==> config.mk <==
export PLATFORM = sky130hd
export DESIGN_NAME = msc_param_bank
export DESIGN_NICKNAME = d
export VERILOG_FILES = /design/src/hw/msc_pkg.sv /design/src/hw/msc_param_bank.sv
export SDC_FILE = /design/constraint.sdc
export NUM_CORES = 1
export LEC_CHECK = 0
export ABC_AREA = 1
export BUFFER_PORTS_ARGS = -buffer_cell sky130_fd_sc_hd__clkbuf_2
export CAP_MARGIN = 5
export CORE_MARGIN = 3
export CORE_UTILIZATION = 50
export CTS_CLUSTER_SIZE = 28
export DETAILED_ROUTE_END_ITERATION = 10
export MAX_ROUTING_LAYER = met4
export PLACE_DENSITY = 0.67
export SLEW_MARGIN = 5
export SYNTH_ARGS = -nofsm -noshare
export SYNTH_HDL_FRONTEND = slang
export SYNTH_SLANG_ARGS = --single-unit
==> constraint.sdc <==
create_clock -name core_clk_in -period 16.42 [get_ports core_clk_in]
set_input_delay 0 -clock core_clk_in [delete_from_list [all_inputs] [get_ports core_clk_in]]
set_output_delay 0 -clock core_clk_in [all_outputs]
set_load 0.01 [all_outputs]
==> src/hw/msc_pkg.sv <==
// Shared constants and carrier types of the motor starter parameter bank.
package msc_pkg;

  // Parameter indices of each register.
  localparam logic [15:0] IDX_LANG    = 16'h3440;
  localparam logic [15:0] IDX_LED     = 16'h3700;
  localparam logic [15:0] IDX_CONT    = 16'h3740;
  localparam logic [15:0] IDX_BLIGHT  = 16'h3780;
  localparam logic [15:0] IDX_TIME_HI = 16'h3980;
  localparam logic [15:0] IDX_TIME_MD = 16'h3981;
  localparam logic [15:0] IDX_TIME_LO = 16'h3982;
  localparam logic [15:0] IDX_WDOG    = 16'h3dc0;
  localparam logic [15:0] IDX_STATION = 16'h3e80;
  localparam logic [15:0] IDX_BAUD    = 16'h3ec0;
  localparam logic [15:0] IDX_PARITY  = 16'h3f00;
  localparam logic [15:0] IDX_RUN     = 16'h4600;
  localparam logic [15:0] IDX_HOLD    = 16'h4740;
  localparam logic [15:0] IDX_FCLR    = 16'h47c0;

  // Reset values.
  localparam logic [15:0] RST_LANG    = 16'h0001;
  localparam logic        RST_LED     = 1'b0;
  localparam logic        RST_CONT    = 1'b0;
  localparam logic [15:0] RST_BLIGHT  = 16'h003c;
  localparam logic [15:0] RST_WDOG    = 16'h1388;
  localparam logic [15:0] RST_STATION = 16'h0001;
  localparam logic [15:0] RST_BAUD    = 16'h0001;
  localparam logic [15:0] RST_PARITY  = 16'h0001;
  localparam logic        RST_CMD     = 1'b0;

  // Legal value ranges.
  localparam logic [15:0] LANG_MIN    = 16'h0001;
  localparam logic [15:0] LANG_MAX    = 16'h000d;
  localparam logic [15:0] BOOL_MAX    = 16'h0001;
  localparam logic [15:0] BLIGHT_MAX  = 16'h0e10;
  localparam logic [15:0] WDOG_MAX    = 16'hea60;
  localparam logic [15:0] STATION_MIN = 16'h0001;
  localparam logic [15:0] STATION_MAX = 16'h0020;
  localparam logic [15:0] BAUD_MAX    = 16'h0004;
  localparam logic [15:0] PARITY_MAX  = 16'h0002;
  localparam logic [1:0]  PARITY_NONE = 2'h0;

  // Timing: clock period, one millisecond, one second, one day.
  localparam int          CLK_PERIOD_NS = 10;
  localparam int          MS_NS         = 1000000;
  localparam int          CYC_PER_MS    = MS_NS / CLK_PERIOD_NS;
  localparam logic [9:0]  MS_PER_S      = 10'h3e8;
  localparam logic [31:0] MS_PER_DAY    = 32'h0526_5c00;

  // Bit period in clock cycles per bit rate code 0 to 4.
  localparam logic [15:0] DIV_9600   = 16'h28b1;
  localparam logic [15:0] DIV_19200  = 16'h1458;
  localparam logic [15:0] DIV_38400  = 16'h0a2c;
  localparam logic [15:0] DIV_57600  = 16'h06c8;
  localparam logic [15:0] DIV_115200 = 16'h0364;

  // One parameter access from the serial front end.
  typedef struct packed {
    logic        write;
    logic [7:0]  station;
    logic [15:0] index;
    logic [15:0] wdata;
  } msc_req_t;

  // Answer to a taken access.
  typedef struct packed {
    logic        err;
    logic [15:0] rdata;
  } msc_rsp_t;

endpackage

==> src/hw/msc_param_bank.sv <==
// Parameter bank, watchdog, clock and backlight of the motor starter.
`timescale 1ns/1ps
`default_nettype none

// Function
// - Hold language code 1 to 13, default 1.
// - LED traffic mode shows receive red, transmit green.
// - Contactor control masks faults with zero stop.
// - Backlight off after timeout seconds; zero disables.
// - Touch relights backlight and restarts timeout.
// - Six-byte time: milliseconds then day count.
// - Time defaults GMT and is writable.
// - Trip when no access within watchdog period.
// - Answer only own station number 1 to 32.
// - Bit rate code 0 to 4 sets baud.
// - Parity code none, even, odd; default even.
// - No parity uses two stop bits.
// - Run command starts or stops the motor.
// - Ramp hold command freezes the start ramp.
// - Ramp hold applies even below current limit.
// - Fault reset only on high then low.
module msc_param_bank
  import msc_pkg::*;
#(
  parameter int CYC_MS = CYC_PER_MS
) (
  input  wire logic        core_clk_in,
  input  wire logic        resetn_in,
  input  wire logic        req_valid_in,
  input  wire msc_req_t    req_in,
  output logic             ack_out,
  output msc_rsp_t         rsp_out,
  input  wire logic        rx_activity_in,
  input  wire logic        tx_activity_in,
  input  wire logic        status_red_in,
  input  wire logic        status_green_in,
  output logic             led_red_out,
  output logic             led_green_out,
  input  wire logic        contactor_open_in,
  input  wire logic        stop_time_zero_in,
  output logic             fault_mask_out,
  input  wire logic        touch_in,
  output logic             backlight_on_out,
  input  wire logic        comm_trip_enable_in,
  output logic             comm_trip_out,
  output logic [15:0]      language_out,
  output logic [7:0]       station_out,
  output logic [15:0]      bit_period_out,
  output logic [1:0]       parity_out,
  output logic             two_stop_out,
  output logic [47:0]      time_out,
  output logic             run_out,
  output logic             ramp_hold_out,
  output logic             fault_reset_out
);

  logic [1:0]  rst_sync_ff;
  logic        rst_n;
  logic [15:0] lang_ff;
  logic        led_sel_ff;
  logic        cont_ff;
  logic [15:0] blight_ff;
  logic [15:0] wdog_ff;
  logic [15:0] station_ff;
  logic [15:0] baud_ff;
  logic [15:0] parity_ff;
  logic        run_ff;
  logic        hold_ff;
  logic        fclr_ff;
  logic [31:0] ms_ff;
  logic [15:0] day_ff;
  logic [31:0] pre_ff;
  logic [9:0]  sec_pre_ff;
  logic [11:0] bl_cnt_ff;
  logic        bl_on_ff;
  logic [15:0] wd_cnt_ff;
  logic        trip_ff;
  logic        ack_ff;
  msc_rsp_t    rsp_ff;
  logic        red_ff;
  logic        green_ff;
  logic        mask_ff;
  logic [15:0] div_ff;
  logic        pulse_ff;

  // Reset is released through two flops so its removal is clean.
  // Only the second flop feeds the rest of the bank; the raw pin still
  // asserts at once, so a lost clock cannot hold stale settings.
  always_ff @(posedge core_clk_in or negedge resetn_in) begin
    if (!resetn_in) begin
      rst_sync_ff <= 2'h0;
    end else begin
      rst_sync_ff <= {rst_sync_ff[0], 1'b1};
    end
  end
  assign rst_n = rst_sync_ff[1];

  // An access is taken only when it names this station.
  // Requests for other stations leave the watchdog running, since that
  // traffic was never meant for this unit.
  wire        taken = req_valid_in && (req_in.station == station_ff[7:0]);
  wire        wr    = taken && req_in.write;
  wire [15:0] wd    = req_in.wdata;
  wire [15:0] idx   = req_in.index;

  // Address decode. The clock value sits at three adjacent indices,
  // high millisecond word first, then low word, then the day count.
  // Each word is written on its own, so software should load them while
  // no millisecond tick can carry between the two halves.
  wire hit_lang    = idx == IDX_LANG;
  wire hit_led     = idx == IDX_LED;
  wire hit_cont    = idx == IDX_CONT;
  wire hit_blight  = idx == IDX_BLIGHT;
  wire hit_thi     = idx == IDX_TIME_HI;
  wire hit_tmd     = idx == IDX_TIME_MD;
  wire hit_tlo     = idx == IDX_TIME_LO;
  wire hit_wdog    = idx == IDX_WDOG;
  wire hit_station = idx == IDX_STATION;
  wire hit_baud    = idx == IDX_BAUD;
  wire hit_parity  = idx == IDX_PARITY;
  wire hit_run     = idx == IDX_RUN;
  wire hit_hold    = idx == IDX_HOLD;
  wire hit_fclr    = idx == IDX_FCLR;
  wire hit_bool    = hit_led | hit_cont | hit_run | hit_hold | hit_fclr;
  wire hit_time    = hit_thi | hit_tmd | hit_tlo;
  wire mapped      = hit_lang | hit_bool | hit_blight | hit_time | hit_wdog |
                     hit_station | hit_baud | hit_parity;

  // Range check; a failing write leaves the register untouched.
  // The answer still comes, flagged as an error, so the master is never
  // left waiting on a rejected value.
  wire in_range =
    (hit_lang & (wd >= LANG_MIN) & (wd <= LANG_MAX)) |
    (hit_bool & (wd <= BOOL_MAX)) |
    (hit_blight & (wd <= BLIGHT_MAX)) |
    (hit_wdog & (wd <= WDOG_MAX)) |
    (hit_station & (wd >= STATION_MIN) & (wd <= STATION_MAX)) |
    (hit_baud & (wd <= BAUD_MAX)) |
    (hit_parity & (wd <= PARITY_MAX)) |
    hit_time;
  wire wr_ok  = wr && in_range;
  wire req_err = !mapped || (taken && req_in.write && !in_range);

  // Read data selection.
  // One-bit settings read back as 0 or 1 in the low bit.
  wire [15:0] rd_mux =
    hit_lang    ? lang_ff :
    hit_led     ? {15'h0000, led_sel_ff} :
    hit_cont    ? {15'h0000, cont_ff} :
    hit_blight  ? blight_ff :
    hit_thi     ? ms_ff[31:16] :
    hit_tmd     ? ms_ff[15:0] :
    hit_tlo     ? day_ff :
    hit_wdog    ? wdog_ff :
    hit_station ? station_ff :
    hit_baud    ? baud_ff :
    hit_parity  ? parity_ff :
    hit_run     ? {15'h0000, run_ff} :
    hit_hold    ? {15'h0000, hold_ff} :
    hit_fclr    ? {15'h0000, fclr_ff} : 16'h0000;

  // Settings registers; the station change takes effect after the answer.
  // The answer itself still goes out under the old station number, so
  // the master sees its write confirmed.
  always_ff @(posedge core_clk_in or negedge rst_n) begin
    if (!rst_n) begin
      lang_ff    <= RST_LANG;
      led_sel_ff <= RST_LED;
      cont_ff    <= RST_CONT;
      blight_ff  <= RST_BLIGHT;
      wdog_ff    <= RST_WDOG;
      station_ff <= RST_STATION;
      baud_ff    <= RST_BAUD;
      parity_ff  <= RST_PARITY;
    end else begin
      if (wr_ok && hit_lang) lang_ff <= wd;
      if (wr_ok && hit_led) led_sel_ff <= wd[0];
      if (wr_ok && hit_cont) cont_ff <= wd[0];
      if (wr_ok && hit_blight) blight_ff <= wd;
      if (wr_ok && hit_wdog) wdog_ff <= wd;
      if (wr_ok && hit_station) station_ff <= wd;
      if (wr_ok && hit_baud) baud_ff <= wd;
      if (wr_ok && hit_parity) parity_ff <= wd;
    end
  end

  // Command registers. Reset fires on a 1 to 0 write of the clear command.
  // A lone write of 0 after power-up does nothing, because the stored
  // value has to be 1 first.
  wire fclr_fall = wr_ok && hit_fclr && fclr_ff && !wd[0];
  always_ff @(posedge core_clk_in or negedge rst_n) begin
    if (!rst_n) begin
      run_ff   <= RST_CMD;
      hold_ff  <= RST_CMD;
      fclr_ff  <= RST_CMD;
      pulse_ff <= 1'b0;
    end else begin
      if (wr_ok && hit_run) run_ff <= wd[0];
      if (wr_ok && hit_hold) hold_ff <= wd[0];
      if (wr_ok && hit_fclr) fclr_ff <= wd[0];
      pulse_ff <= fclr_fall;
    end
  end

  // Millisecond prescaler shared by clock, backlight and watchdog.
  // It runs free, so a timer that starts between ticks counts its first
  // unit short; the timers below allow for this by counting one more.
  wire ms_tick  = pre_ff == 32'(CYC_MS - 1);
  wire sec_tick = ms_tick && (sec_pre_ff == MS_PER_S - 10'h001);
  always_ff @(posedge core_clk_in or negedge rst_n) begin
    if (!rst_n) begin
      pre_ff     <= 32'h0000_0000;
      sec_pre_ff <= 10'h000;
    end else begin
      pre_ff <= ms_tick ? 32'h0000_0000 : pre_ff + 32'h0000_0001;
      if (sec_tick) sec_pre_ff <= 10'h000;
      else if (ms_tick) sec_pre_ff <= sec_pre_ff + 10'h001;
    end
  end

  // Time of day. Starts at zero, which software treats as GMT until it
  // loads local time; a write wins over the tick in the same cycle.
  wire day_end = ms_tick && (ms_ff >= MS_PER_DAY - 32'h0000_0001);
  always_ff @(posedge core_clk_in or negedge rst_n) begin
    if (!rst_n) begin
      ms_ff  <= 32'h0000_0000;
      day_ff <= 16'h0000;
    end else begin
      if (wr_ok && hit_thi) ms_ff[31:16] <= wd;
      else if (wr_ok && hit_tmd) ms_ff[15:0] <= wd;
      else if (day_end) ms_ff <= 32'h0000_0000;
      else if (ms_tick) ms_ff <= ms_ff + 32'h0000_0001;
      if (wr_ok && hit_tlo) day_ff <= wd;
      else if (day_end) day_ff <= day_ff + 16'h0001;
    end
  end

  // Backlight timer counts whole seconds of no touch. Expiry waits until
  // the count has reached the timeout, so the light goes out up to one
  // second late but never before the full period has passed.
  wire bl_expire = (blight_ff != 16'h0000) && sec_tick &&
                   ({4'h0, bl_cnt_ff} >= blight_ff);
  always_ff @(posedge core_clk_in or negedge rst_n) begin
    if (!rst_n) begin
      bl_cnt_ff <= 12'h000;
      bl_on_ff  <= 1'b1;
    end else begin
      if (touch_in) begin
        bl_cnt_ff <= 12'h000;
        bl_on_ff  <= 1'b1;
      end else if (blight_ff == 16'h0000) begin
        bl_cnt_ff <= 12'h000;
        bl_on_ff  <= 1'b1;
      end else if (bl_expire) begin
        bl_on_ff <= 1'b0;
      end else if (sec_tick && bl_on_ff) begin
        bl_cnt_ff <= bl_cnt_ff + 12'h001;
      end
    end
  end

  // Watchdog: any taken access restarts it. The trip stays until a fault
  // reset; a new timeout in the reset cycle wins so none is lost.
  // A trip needs a full timeout of whole ticks with no access, so a master
  // that keeps to the period is never tripped; the cost is up to one
  // extra millisecond before a real loss of traffic is flagged.
  wire wd_expire = comm_trip_enable_in && (wdog_ff != 16'h0000) && ms_tick &&
                   (wd_cnt_ff >= wdog_ff);
  always_ff @(posedge core_clk_in or negedge rst_n) begin
    if (!rst_n) begin
      wd_cnt_ff <= 16'h0000;
      trip_ff   <= 1'b0;
    end else begin
      if (taken || !comm_trip_enable_in || wd_expire) begin
        wd_cnt_ff <= 16'h0000;
      end else if (ms_tick) begin
        wd_cnt_ff <= wd_cnt_ff + 16'h0001;
      end
      if (wd_expire) trip_ff <= 1'b1;
      else if (pulse_ff) trip_ff <= 1'b0;
    end
  end

  // Bit period from the rate code; unknown codes cannot be stored.
  wire [15:0] div_sel =
    (baud_ff == 16'h0000) ? DIV_9600 :
    (baud_ff == 16'h0001) ? DIV_19200 :
    (baud_ff == 16'h0002) ? DIV_38400 :
    (baud_ff == 16'h0003) ? DIV_57600 : DIV_115200;

  // Traffic_led_select and fault masking are registered to keep outputs clean.
  // The one-cycle lag is far below what an eye or a relay can notice.
  always_ff @(posedge core_clk_in or negedge rst_n) begin
    if (!rst_n) begin
      red_ff   <= 1'b0;
      green_ff <= 1'b0;
      mask_ff  <= 1'b0;
      div_ff   <= DIV_19200;
    end else begin
      red_ff   <= led_sel_ff ? rx_activity_in : status_red_in;
      green_ff <= led_sel_ff ? tx_activity_in : status_green_in;
      mask_ff  <= cont_ff && stop_time_zero_in && contactor_open_in;
      div_ff   <= div_sel;
    end
  end

  // Answer one cycle after the access is taken.
  // Writes answer with zero data; the response holds until the next one.
  always_ff @(posedge core_clk_in or negedge rst_n) begin
    if (!rst_n) begin
      ack_ff <= 1'b0;
      rsp_ff <= '0;
    end else begin
      ack_ff <= taken;
      if (taken) begin
        rsp_ff.err   <= req_err;
        rsp_ff.rdata <= req_in.write ? 16'h0000 : rd_mux;
      end
    end
  end

  // Outputs. The ramp hold does not look at motor current at all.
  // Stop-bit count follows parity alone, so the two can never disagree.
  assign ack_out          = ack_ff;
  assign rsp_out          = rsp_ff;
  assign led_red_out      = red_ff;
  assign led_green_out    = green_ff;
  assign fault_mask_out   = mask_ff;
  assign backlight_on_out = bl_on_ff;
  assign comm_trip_out    = trip_ff;
  assign language_out     = lang_ff;
  assign station_out      = station_ff[7:0];
  assign bit_period_out   = div_ff;
  assign parity_out       = parity_ff[1:0];
  assign two_stop_out     = parity_ff[1:0] == PARITY_NONE;
  assign time_out         = {ms_ff, day_ff};
  assign run_out          = run_ff;
  assign ramp_hold_out    = hold_ff;
  assign fault_reset_out  = pulse_ff;

endmodule

`default_nettype wire

==> flow_summary.toml, run 1 <==
[status]
status = "finished clean"

[timing]
slew_headroom_pct = 27.56
report.final.slew_viol_count = 0
period_share_pct = 21.06
fin_skew_ps = 10.18
tightestPinTransition_ps = 1078
fmax_mhz = 289.2
hold_violations = 0
setup_tns_ps = 0
finalCriticalPeriod_ps = 3458
setup_viol = 0
rsz0062_at_grt = "no"

[grt]
grt_max_degree = 76
grt_overflow = 0
antenna_found_initial = 1
grt_pass1_wl_mm = 79.06
grt_pass1_vias = 14300
grt_util_all_layers_pct = 30.36

[logic_synthesis]
synth_compound_area_share_pct = 7.041
netlist_top_cells_area = "dfrtp_1, nand2_1, inv_1, nand3_1, nor2_1"
synth.most_common_cell = "nand2_1"
synth_common_cells = "nand2_1, inv_1, dfrtp_1"
ys_types = 56
yosys.area_share.adder_pct = 2.699
synth_xor_area_share_pct = 4.390
synth_edf_count = 0
synthMuxAreaShare_pct = 0
synth_seq_cells = 257
ys_async_sr_fraction_pct = 100.0
ys_warn_count = 0
netlist_instances = 2145
synth_top_family_by_area = "simple AND/OR/NAND/NOR gates"
syn-mean-instance-area_um2 = 7.348
synth_flop_cell = "dfrtp_1"
netlist_area_um2 = 15760
synth-seq-area-share_pct = 40.95
synth_top_area_share_pct = 37.79
yosys.area.top_type = "dfrtp_1"
synth-simple-area-share_pct = 34.54

[routing]
firstDrtPassIters = 6
via_count = 15140
wl_mm = 50.15
viasPerCell = 5.534
first_iter_violations = 1422
wire_per_inst_um = 18.34
route.detailed.drc = 0
drtAntennaViolNets = 0

[cts]
cts_resized = 0
clk_path_buf_depth = 3
clkLatencyLatePin_ps = 570
ctsHoldBuffers = 34
cts_htree_levels = 1
clk_pin_slew_ps = 70
cts_made_buffers = 30
clock_sinks = 257
tritoncts = "built"
root_buffer = "clkbuf_16"
cts_setup_buffers = 0

[worst_setup_path]
worst_ep_arrival_time_ps = 3910
timing.rr.start = "ms_ff[0]$_DFFE_PN0P_"
cp-start-kind = "input port"
rrSetupSlack_ps = 13050
crit_end = "rsp_out[7]$_DFFE_PN0P_"
required_ps = 16870
path_max_fanout = 18
rr_worst_depth = 14
cp-startpoint = "req_in[20]"
timing.rr.end = "ms_ff[10]$_DFFE_PN0P_"
end_kind = "register"
critical_path_class = "input port to register"

[floorplanning]
die-height_um = 183.5
num_rows = 64
fp.coreArea_um2 = 30830
dieArea_um2 = 33690
fp.dieW_um = 183.5
ios = 169
start_util_pct = 51.12

[cells_and_area]
area_delta_synth_final_pct = 14.36
nets = 2401
regArea_um2 = 6459
multiInputGateArea_um2 = 7692
final_area_um2 = 18020
nFillCells = 2912
drive_above_1_share_pct = 13.39

[power_and_ir_drop]
leakage_nw = 9.384
peakVddDrop_mv = 0.09122
powerDensity_nw_per_um2 = 75.62

[hold_path]
hp-class = "input port to register"

[place]
place_congestion = 0.9820
portBuffers = 165
dp_hpwl_mm = 37.49
dpl-instance-area_um2 = 16720

[flow_run]
maxCapViolCount = 0
==> cell families (layout without fill, tap and decap cells) <==
logic type / Yosys count / after routing
other: 2 / 6
DFF: 257 / 257
AOI/OAI and AO/OA: 198 / 198
and+or+nand+nor: 1184 / 1184
xor gates and xnor gates: 79 / 79
adders and majority gates: 34 / 34
buffers and inverters: 391 / 581
==> sequential cells by signal, indices dropped and copies added (netlist names), 16 cells and up <==
name          flops
day_ff           16
ms_ff            32
wd_cnt_ff        16
baud_ff          16
pre_ff           32
rsp_out          17
station_ff       16
blight_ff        16
language_out     16
wdog_ff          16
parity_ff        16
==> worst max-delay path: stages <==
cell and delay [ps]:
dlygate4sd3_1 530, clkbuf_2 110, nor2_2 40, dlygate4sd3_1 590, nand2_1 150, nor2_4 90
nand2_1 540, clkinv_1 740, nand2_1 200, nand4_1 240, o21ai_0 380, nand2_1 140
nand2_1 100, nand2_1 50
==> cell type report <==
type / instances / share of cell area, %
multi-input combinational: 1499 / 42.68
sequential: 257 / 35.83
inverter: 323 / 6.740
timing repair buffer: 204 / 6.678
clock buffer: 47 / 4.804
tap: 396 / 2.749
clock inverter: 7 / 0.4928
antenna: 2 / 0.02777
==> layout by cell type, fill, tap and decap left out, drive strengths merged, types with 3 or more instances in the layout <==
cell type,count
a21oi,58
buf,5
clkbuf,212
clkinv,9
conb,4
dfrtp,238
dfstp,19
dlygate4sd3,34
ha,34
inv,319
nand2,594
nand3,200
nand4,76
nor2,183
nor3,69
nor3b,3
nor4,36
o211ai,5
o21ai,113
o21bai,6
o22ai,5
or2,17
xnor2,12
xor2,67
==> worst min path at each step <==
stage,slack (ps),start,end,cells after the start
final,20,req_in[31],fclr_ff$_DFFE_PN0P_,6
after global routing,50,req_in[31],fclr_ff$_DFFE_PN0P_,6
after CTS,1,req_in[31],fclr_ff$_DFFE_PN0P_,6
after detailed placement,-210,resetn_in,rst_sync_ff[0]$_DFF_PN0_,1
after global placement,-210,resetn_in,rst_sync_ff[0]$_DFF_PN0_,1
after floorplan,-300,resetn_in,rst_sync_ff[0]$_DFF_PN0_,0
==> metrics by stage <==
step	power [mW]	hold slack (ps)	utilization (%)	worst slack (ps)	instances
after floorplan	0.6839	-295.6	-	8761	2147
after global placement	0.7082	-212.8	54.25	13160	2645
after detailed placement	0.7097	-209.2	54.25	13160	2645
after CTS	1.373	1.138	58.45	13100	2733
after global routing	1.407	48.88	58.46	12750	2734
final	1.363	18.60	58.47	12960	2735
==> per-layer routing <==
| metal | up-vias | global-route usage [%] | wire (um) |
|---|---|---|---|
| li1 | 7232 | - | - |
| met1 | 7121 | 40.99 | 21480 |
| met2 | 637 | 47.37 | 22690 |
| met3 | 146 | 4.590 | 3986 |
| met4 | 0 | 9.750 | 2000 |
| met5 | - | - | 0 |
==> where the power goes <==
part | internal (mW) | leakage, nW | switching, mW
sequential | 0.636 | 3.32 | 0.00501
clock | 0.390 | 0.467 | 0.268
combinational | 0.0188 | 5.60 | 0.0452
(Power assumes the default switching activity.)
==> run 2, diff against run 1 <==
Settings changed: ABC_AREA 1 to 0.
Clock period 16.42 ns to 3.25 ns, I/O delays scaled along.
==> flow_summary.toml, run 2 <==
[status]
status = "finished clean"

[timing]
period_share_pct = 92.61
setup_tns_ps = 0
fmax_mhz = 332.3
setup_viol = 0
finalCriticalPeriod_ps = 3010
report.final.slew_viol_count = 0
hold_violations = 0
slew_headroom_pct = 29.48
fin_skew_ps = 24.97
rsz0062_at_grt = "no"
tightestPinTransition_ps = 1050

[cts]
clkLatencyLatePin_ps = 560
clk_pin_slew_ps = 60
clk_path_buf_depth = 3
clock_sinks = 257
tritoncts = "built"
cts_made_buffers = 28
root_buffer = "clkbuf_16"
cts_htree_levels = 1

[logic_synthesis]
netlist_area_um2 = 13570
synth-seq-area-share_pct = 47.55
synth_top_area_share_pct = 43.88
synth_common_cells = "dfrtp_1, nor2_1, nand2_1"
yosys.area.top_type = "dfrtp_1"
ys_warn_count = 0
syn-mean-instance-area_um2 = 9.759
synth_flop_cell = "dfrtp_1"
netlist_top_cells_area = "dfrtp_1, dfstp_2, nor2_1, mux2_2, ha_1"
synth_seq_cells = 257
ys_async_sr_fraction_pct = 100.0
ys_types = 67
synth_edf_count = 0
synth.most_common_cell = "dfrtp_1"
netlist_instances = 1391

[grt]
grt_util_all_layers_pct = 30.94
grt_pass1_vias = 11660
antenna_found_initial = 0
grt_pass1_wl_mm = 68.04
grt_overflow = 0
grt_max_degree = 89

[flow_run]
maxCapViolCount = 0

[place]
portBuffers = 165
dpl.cell_count = 1865
dp_hpwl_mm = 31.86
place_congestion = 0.9790
dpl-instance-area_um2 = 14920

[hold_path]
hp-class = "input port to register"

[power_and_ir_drop]
leakage_nw = 7.424
peakVddDrop_mv = 0.3588
powerDensity_nw_per_um2 = 422.9

[routing]
wl_mm = 44.00
route.detailed.drc = 0
first_iter_violations = 1327
drtAntennaViolNets = 0
firstDrtPassIters = 6
via_count = 12030
viasPerCell = 6.180
wire_per_inst_um = 22.60

[worst_setup_path]
path_max_fanout = 16
end_kind = "register"
critical_path_class = "input port to register"
cp-start-kind = "input port"
worst_ep_arrival_time_ps = 3430
required_ps = 3670

[floorplanning]
num_rows = 59
fp.coreArea_um2 = 26350
fp.dieW_um = 170.8
start_util_pct = 51.51
ios = 169
die-height_um = 170.8
dieArea_um2 = 29160

[cells_and_area]
final_area_um2 = 16240
stdcell_count = 1947
area_delta_synth_final_pct = 19.62
drive_above_1_share_pct = 21.34
antenna_cells = 0
nets = 1676
nFillCells = 2235
final_common_cell = "dfrtp_1"
final_cell_mix = "dfrtp_1, clkbuf_2, nor2_1, nand2_1, a21oi_1"
[run 2: cell families after synthesis]
family,after synthesis,synth area share [%]
adder cells (fa/ha/maj),34,3.134
AND/OR/NAND/NOR,541,21.07
XOR/XNOR,72,4.646
flip-flops,257,47.55
AO/OA/AOI/OAI,304,15.02
buffers and inverters,125,3.899
other,2,0.05533
multiplexers,56,4.627
[run 2: critical path, cell delays in order]
cell	delay (ps)
dlygate4sd3_1	530
clkbuf_2	260
nor4_2	400
nand3_1	210
or4_1	430
nor3_1	310
a2111oi_2	120
a21oi_4	390
nand2_2	340
mux2_1	410
[run 2: metrics by stage]
stage / power (mW) / utilization [%] / worst slack (ps) / hold slack (ps)
2_1_floorplan: 3.368 / - / 613.8 / -295.6
3_3_place_gp: 3.497 / 56.61 / 93.60 / -212.7
3_5_place_dp: 3.497 / 56.61 / 64.58 / -211.6
4_1_cts: 6.913 / 61.53 / 97.25 / 23.97
5_1_grt: 7.038 / 61.62 / 40.07 / 61.88
6_report: 6.866 / 61.62 / 240.3 / 48.29
[run 2: final timing paths]
path	start	endpoint	slack (ps)	cells past startpoint
worst min register to register	rst_sync_ff[1]$_DFF_PN0_	ms_ff[17]$_DFFE_PN0P_	250	0
worst min-delay path	req_in[29]	run_out$_DFFE_PN0P_	50	6
max in group asynchronous	rst_sync_ff[1]$_DFF_PN0_	language_out[0]$_DFFE_PN1P_	2160	1
worst max-delay path	req_in[12]	blight_ff[9]$_DFFE_PN0P_	240	10
worst max register to register	station_ff[7]$_DFFE_PN0P_	blight_ff[9]$_DFFE_PN0P_	310	8
min in group asynchronous	rst_sync_ff[1]$_DFF_PN0_	ms_ff[17]$_DFFE_PN0P_	250	0
[run 2: metal layers]
| layer | GRT usage [%] | share of wire, % |
|---|---|---|
| met1 | 41.34 | 42 |
| met2 | 47.07 | 45 |
| met3 | 5.222 | 7.8 |
| met4 | 12.91 | 4.6 |
| met5 | - | 0 |
[run 2: cell type report]
cell class | count | area, um2 | area share [%]
Clock buffer | 43 | 857.1 | 5.278
Clock inverter | 9 | 138.9 | 0.8553
Inverter | 46 | 172.7 | 1.063
Multi-Input combinational cell | 1011 | 6645 | 40.92
Sequential cell | 257 | 6459 | 39.77
Tap cell | 335 | 419.2 | 2.581
Timing Repair Buffer | 246 | 1546 | 9.524
[run 2: timing repair]
action	CTS	global route
hold endpoints to repair	87	0
buffers inserted	0	0
resized for setup	0	6
setup endpoints to repair	0	24
hold buffers	30	0
[run 2: report_power, final]
part           total [mW]  leakage (nW)  internal, mW  switching, mW
registers            3.21          3.39          3.20        0.00861
logic               0.258          3.55        0.0816          0.177
clock network        3.39         0.480          2.05           1.34
==> run 3, diff against run 2 <==
Settings changed: BUFFER_PORTS_ARGS -buffer_cell sky130_fd_sc_hd__clkbuf_2 to default, CELL_PAD_IN_SITES_DETAIL_PLACEMENT from default to 1, CELL_PAD_IN_SITES_GLOBAL_PLACEMENT from default to 2, CORE_UTILIZATION 50 to 41, DONT_BUFFER_PORTS from default to 1, PLACE_DENSITY 0.67 to 0.78, SLEW_MARGIN 5 to default.
==> flow_summary.toml, run 3 (synthesis results as in run 2) <==
[cells_and_area]
regArea_um2 = 6459
nets = 1550
drive_above_1_share_pct = 13.17
nFillCells = 3613
antenna_cells = 0
final_common_cell = "dfrtp_1"
final_cell_mix = "dfrtp_1, nor2_1, nand2_1, a21oi_1"
multiInputGateArea_um2 = 6636
area_delta_synth_final_pct = 17.25
final_area_um2 = 15920

[floorplanning]
fp.dieW_um = 188.0
fp.coreArea_um2 = 32120
die-height_um = 188.0
ios = 169
start_util_pct = 42.26
dieArea_um2 = 35330
num_rows = 65

[cts]
clk_pin_slew_ps = 70
clk_path_buf_depth = 3
root_buffer = "clkbuf_16"
cts_htree_levels = 1
clkLatencyLatePin_ps = 570
cts_made_buffers = 30
tritoncts = "built"
clock_sinks = 257

[timing]
period_share_pct = 94.56
setup_tns_ps = 0
finalCriticalPeriod_ps = 3073
hold_violations = 0
slew_headroom_pct = 30.05
fmax_mhz = 325.4
report.final.slew_viol_count = 0
setup_viol = 0
rsz0062_at_grt = "no"
tightestPinTransition_ps = 1041
fin_skew_ps = 22.76

[worst_setup_path]
cp-start-kind = "input port"
crit_end = "ramp_hold_out$_DFFE_PN0P_"
cp-startpoint = "req_in[19]"
cp_cell_sequence = "dlygate4sd3_1 > nor4_2 > nand4_1 > nor4_2 > a32oi_1 > a21o_1 > a21oi_4 > nand3b_1 > mux2_2 > dlygate4sd3_1"
timing.rr.end = "ms_ff[22]$_DFFE_PN0P_"
path_buf_inv = 2
end_kind = "register"
critical_path_class = "input port to register"
rr_worst_depth = 9
path_depth = 10
cpPeakStageDelay_ps = 550
timing.rr.start = "pre_ff[18]$_DFF_PN0_"
crit_family = "simple AND/OR/NAND/NOR gates"
path_max_fanout = 9
required_ps = 3710
rrSetupSlack_ps = 190
slowest_stage = "dlygate4sd3_1"
worst_ep_arrival_time_ps = 3530

[routing]
firstDrtPassIters = 6
route.detailed.drc = 0
viasPerCell = 6.087
drtAntennaViolNets = 0
wire_per_inst_um = 25.88
first_iter_violations = 965
via_count = 11710
wl_mm = 49.76

[hold_path]
hp-class = "input port to register"
min_path_cells = 4

[place]
place_congestion = 0.8954
portBuffers = 0
dp_hpwl_mm = 35.39
dpl-instance-area_um2 = 14360

[power_and_ir_drop]
p_int_mw = 5.408
p_sw_share_pct = 22.28
clkPwrFrac_pct = 50.9
seq_power_share_pct = 46.3
power_mw = 6.958
p_switching_mw = 1.550
peakVddDrop_mv = 0.3894
powerDensity_nw_per_um2 = 437.2
p_comb_share_pct = 2.9
leakage_nw = 6.920

[grt]
grt_util_all_layers_pct = 28.70
grt_max_degree = 56
grt_pass1_wl_mm = 76.02
grt_pass1_vias = 12000
grt_overflow = 0
antenna_found_initial = 0

[flow_run]
maxCapViolCount = 0

[status]
status = "finished clean"
-- run 3: changes by cell type in the layout (fill, tap and decap cells not counted), sizes merged --
cell         delta
buf            +19
clkinv          +1
clkbuf        -163
bufinv          +1
dlygate4sd3    +18
-- run 3: worst min-delay path, stage by stage --
cell and delay (ps):
nor4_2 40, and3b_1 230, a22oi_1 150, o21ai_0 100
-- run 3: worst min-delay path by stage --
stage,slack [ps],start,end
finish,20,req_in[24],rsp_out[5]$_DFFE_PN0P_
CTS,2,req_in[14],rsp_out[16]$_DFFE_PN0P_
global placement,-300,resetn_in,rst_sync_ff[0]$_DFF_PN0_
global route,10,req_in[24],rsp_out[7]$_DFFE_PN0P_
floorplan,-300,resetn_in,rst_sync_ff[0]$_DFF_PN0_
detailed placement,-300,resetn_in,rst_sync_ff[0]$_DFF_PN0_
-- run 3: power by group through the flow --
| stage | logic, mW | clock network (mW) | registers [mW] |
|---|---|---|---|
| finish | 0.199 | 3.54 | 3.22 |
| global route | 0.214 | 3.75 | 3.22 |
| CTS | 0.200 | 3.61 | 3.22 |
| detailed placement | 0.119 | 0 | 3.28 |
| global placement | 0.117 | 0 | 3.28 |
| floorplan | 0.0586 | 0 | 3.31 |
-- run 3: layer usage --
metal | wire [um] | GRT usage, %
met5 | 0 | -
met2 | 22110 | 43.34
met3 | 4131 | 6.749
met4 | 2169 | 10.76
met1 | 21350 | 37.69
-- run 3: metrics by stage --
stage	util (%)	setup WS [ps]	std cells	hold WS (ps)
floorplan	-	613.8	1393	-295.6
global placement	44.71	266.0	1816	-295.5
detailed placement	44.71	200.2	1816	-295.5
CTS	49.43	37.26	1920	2.304
global route	49.54	8.547	1923	13.85
finish	49.54	176.7	1923	15.05
-- run 3: layout make-up --
cell class                 count  area share, %
clock inverter                11          1.116
multi-input combinational   1011          41.70
sequential                   257          40.58
clock buffer                  45          5.385
tap                          435          3.420
timing repair buffer         118          6.714
inverter                      46          1.085
-- run 3: timing repair --
action	in CTS	in global routing
buffers inserted	0	3
gates resized for setup	0	4
hold buffers	48	0
setup endpoints to repair	0	35
endpoints found under the hold margin	134	0
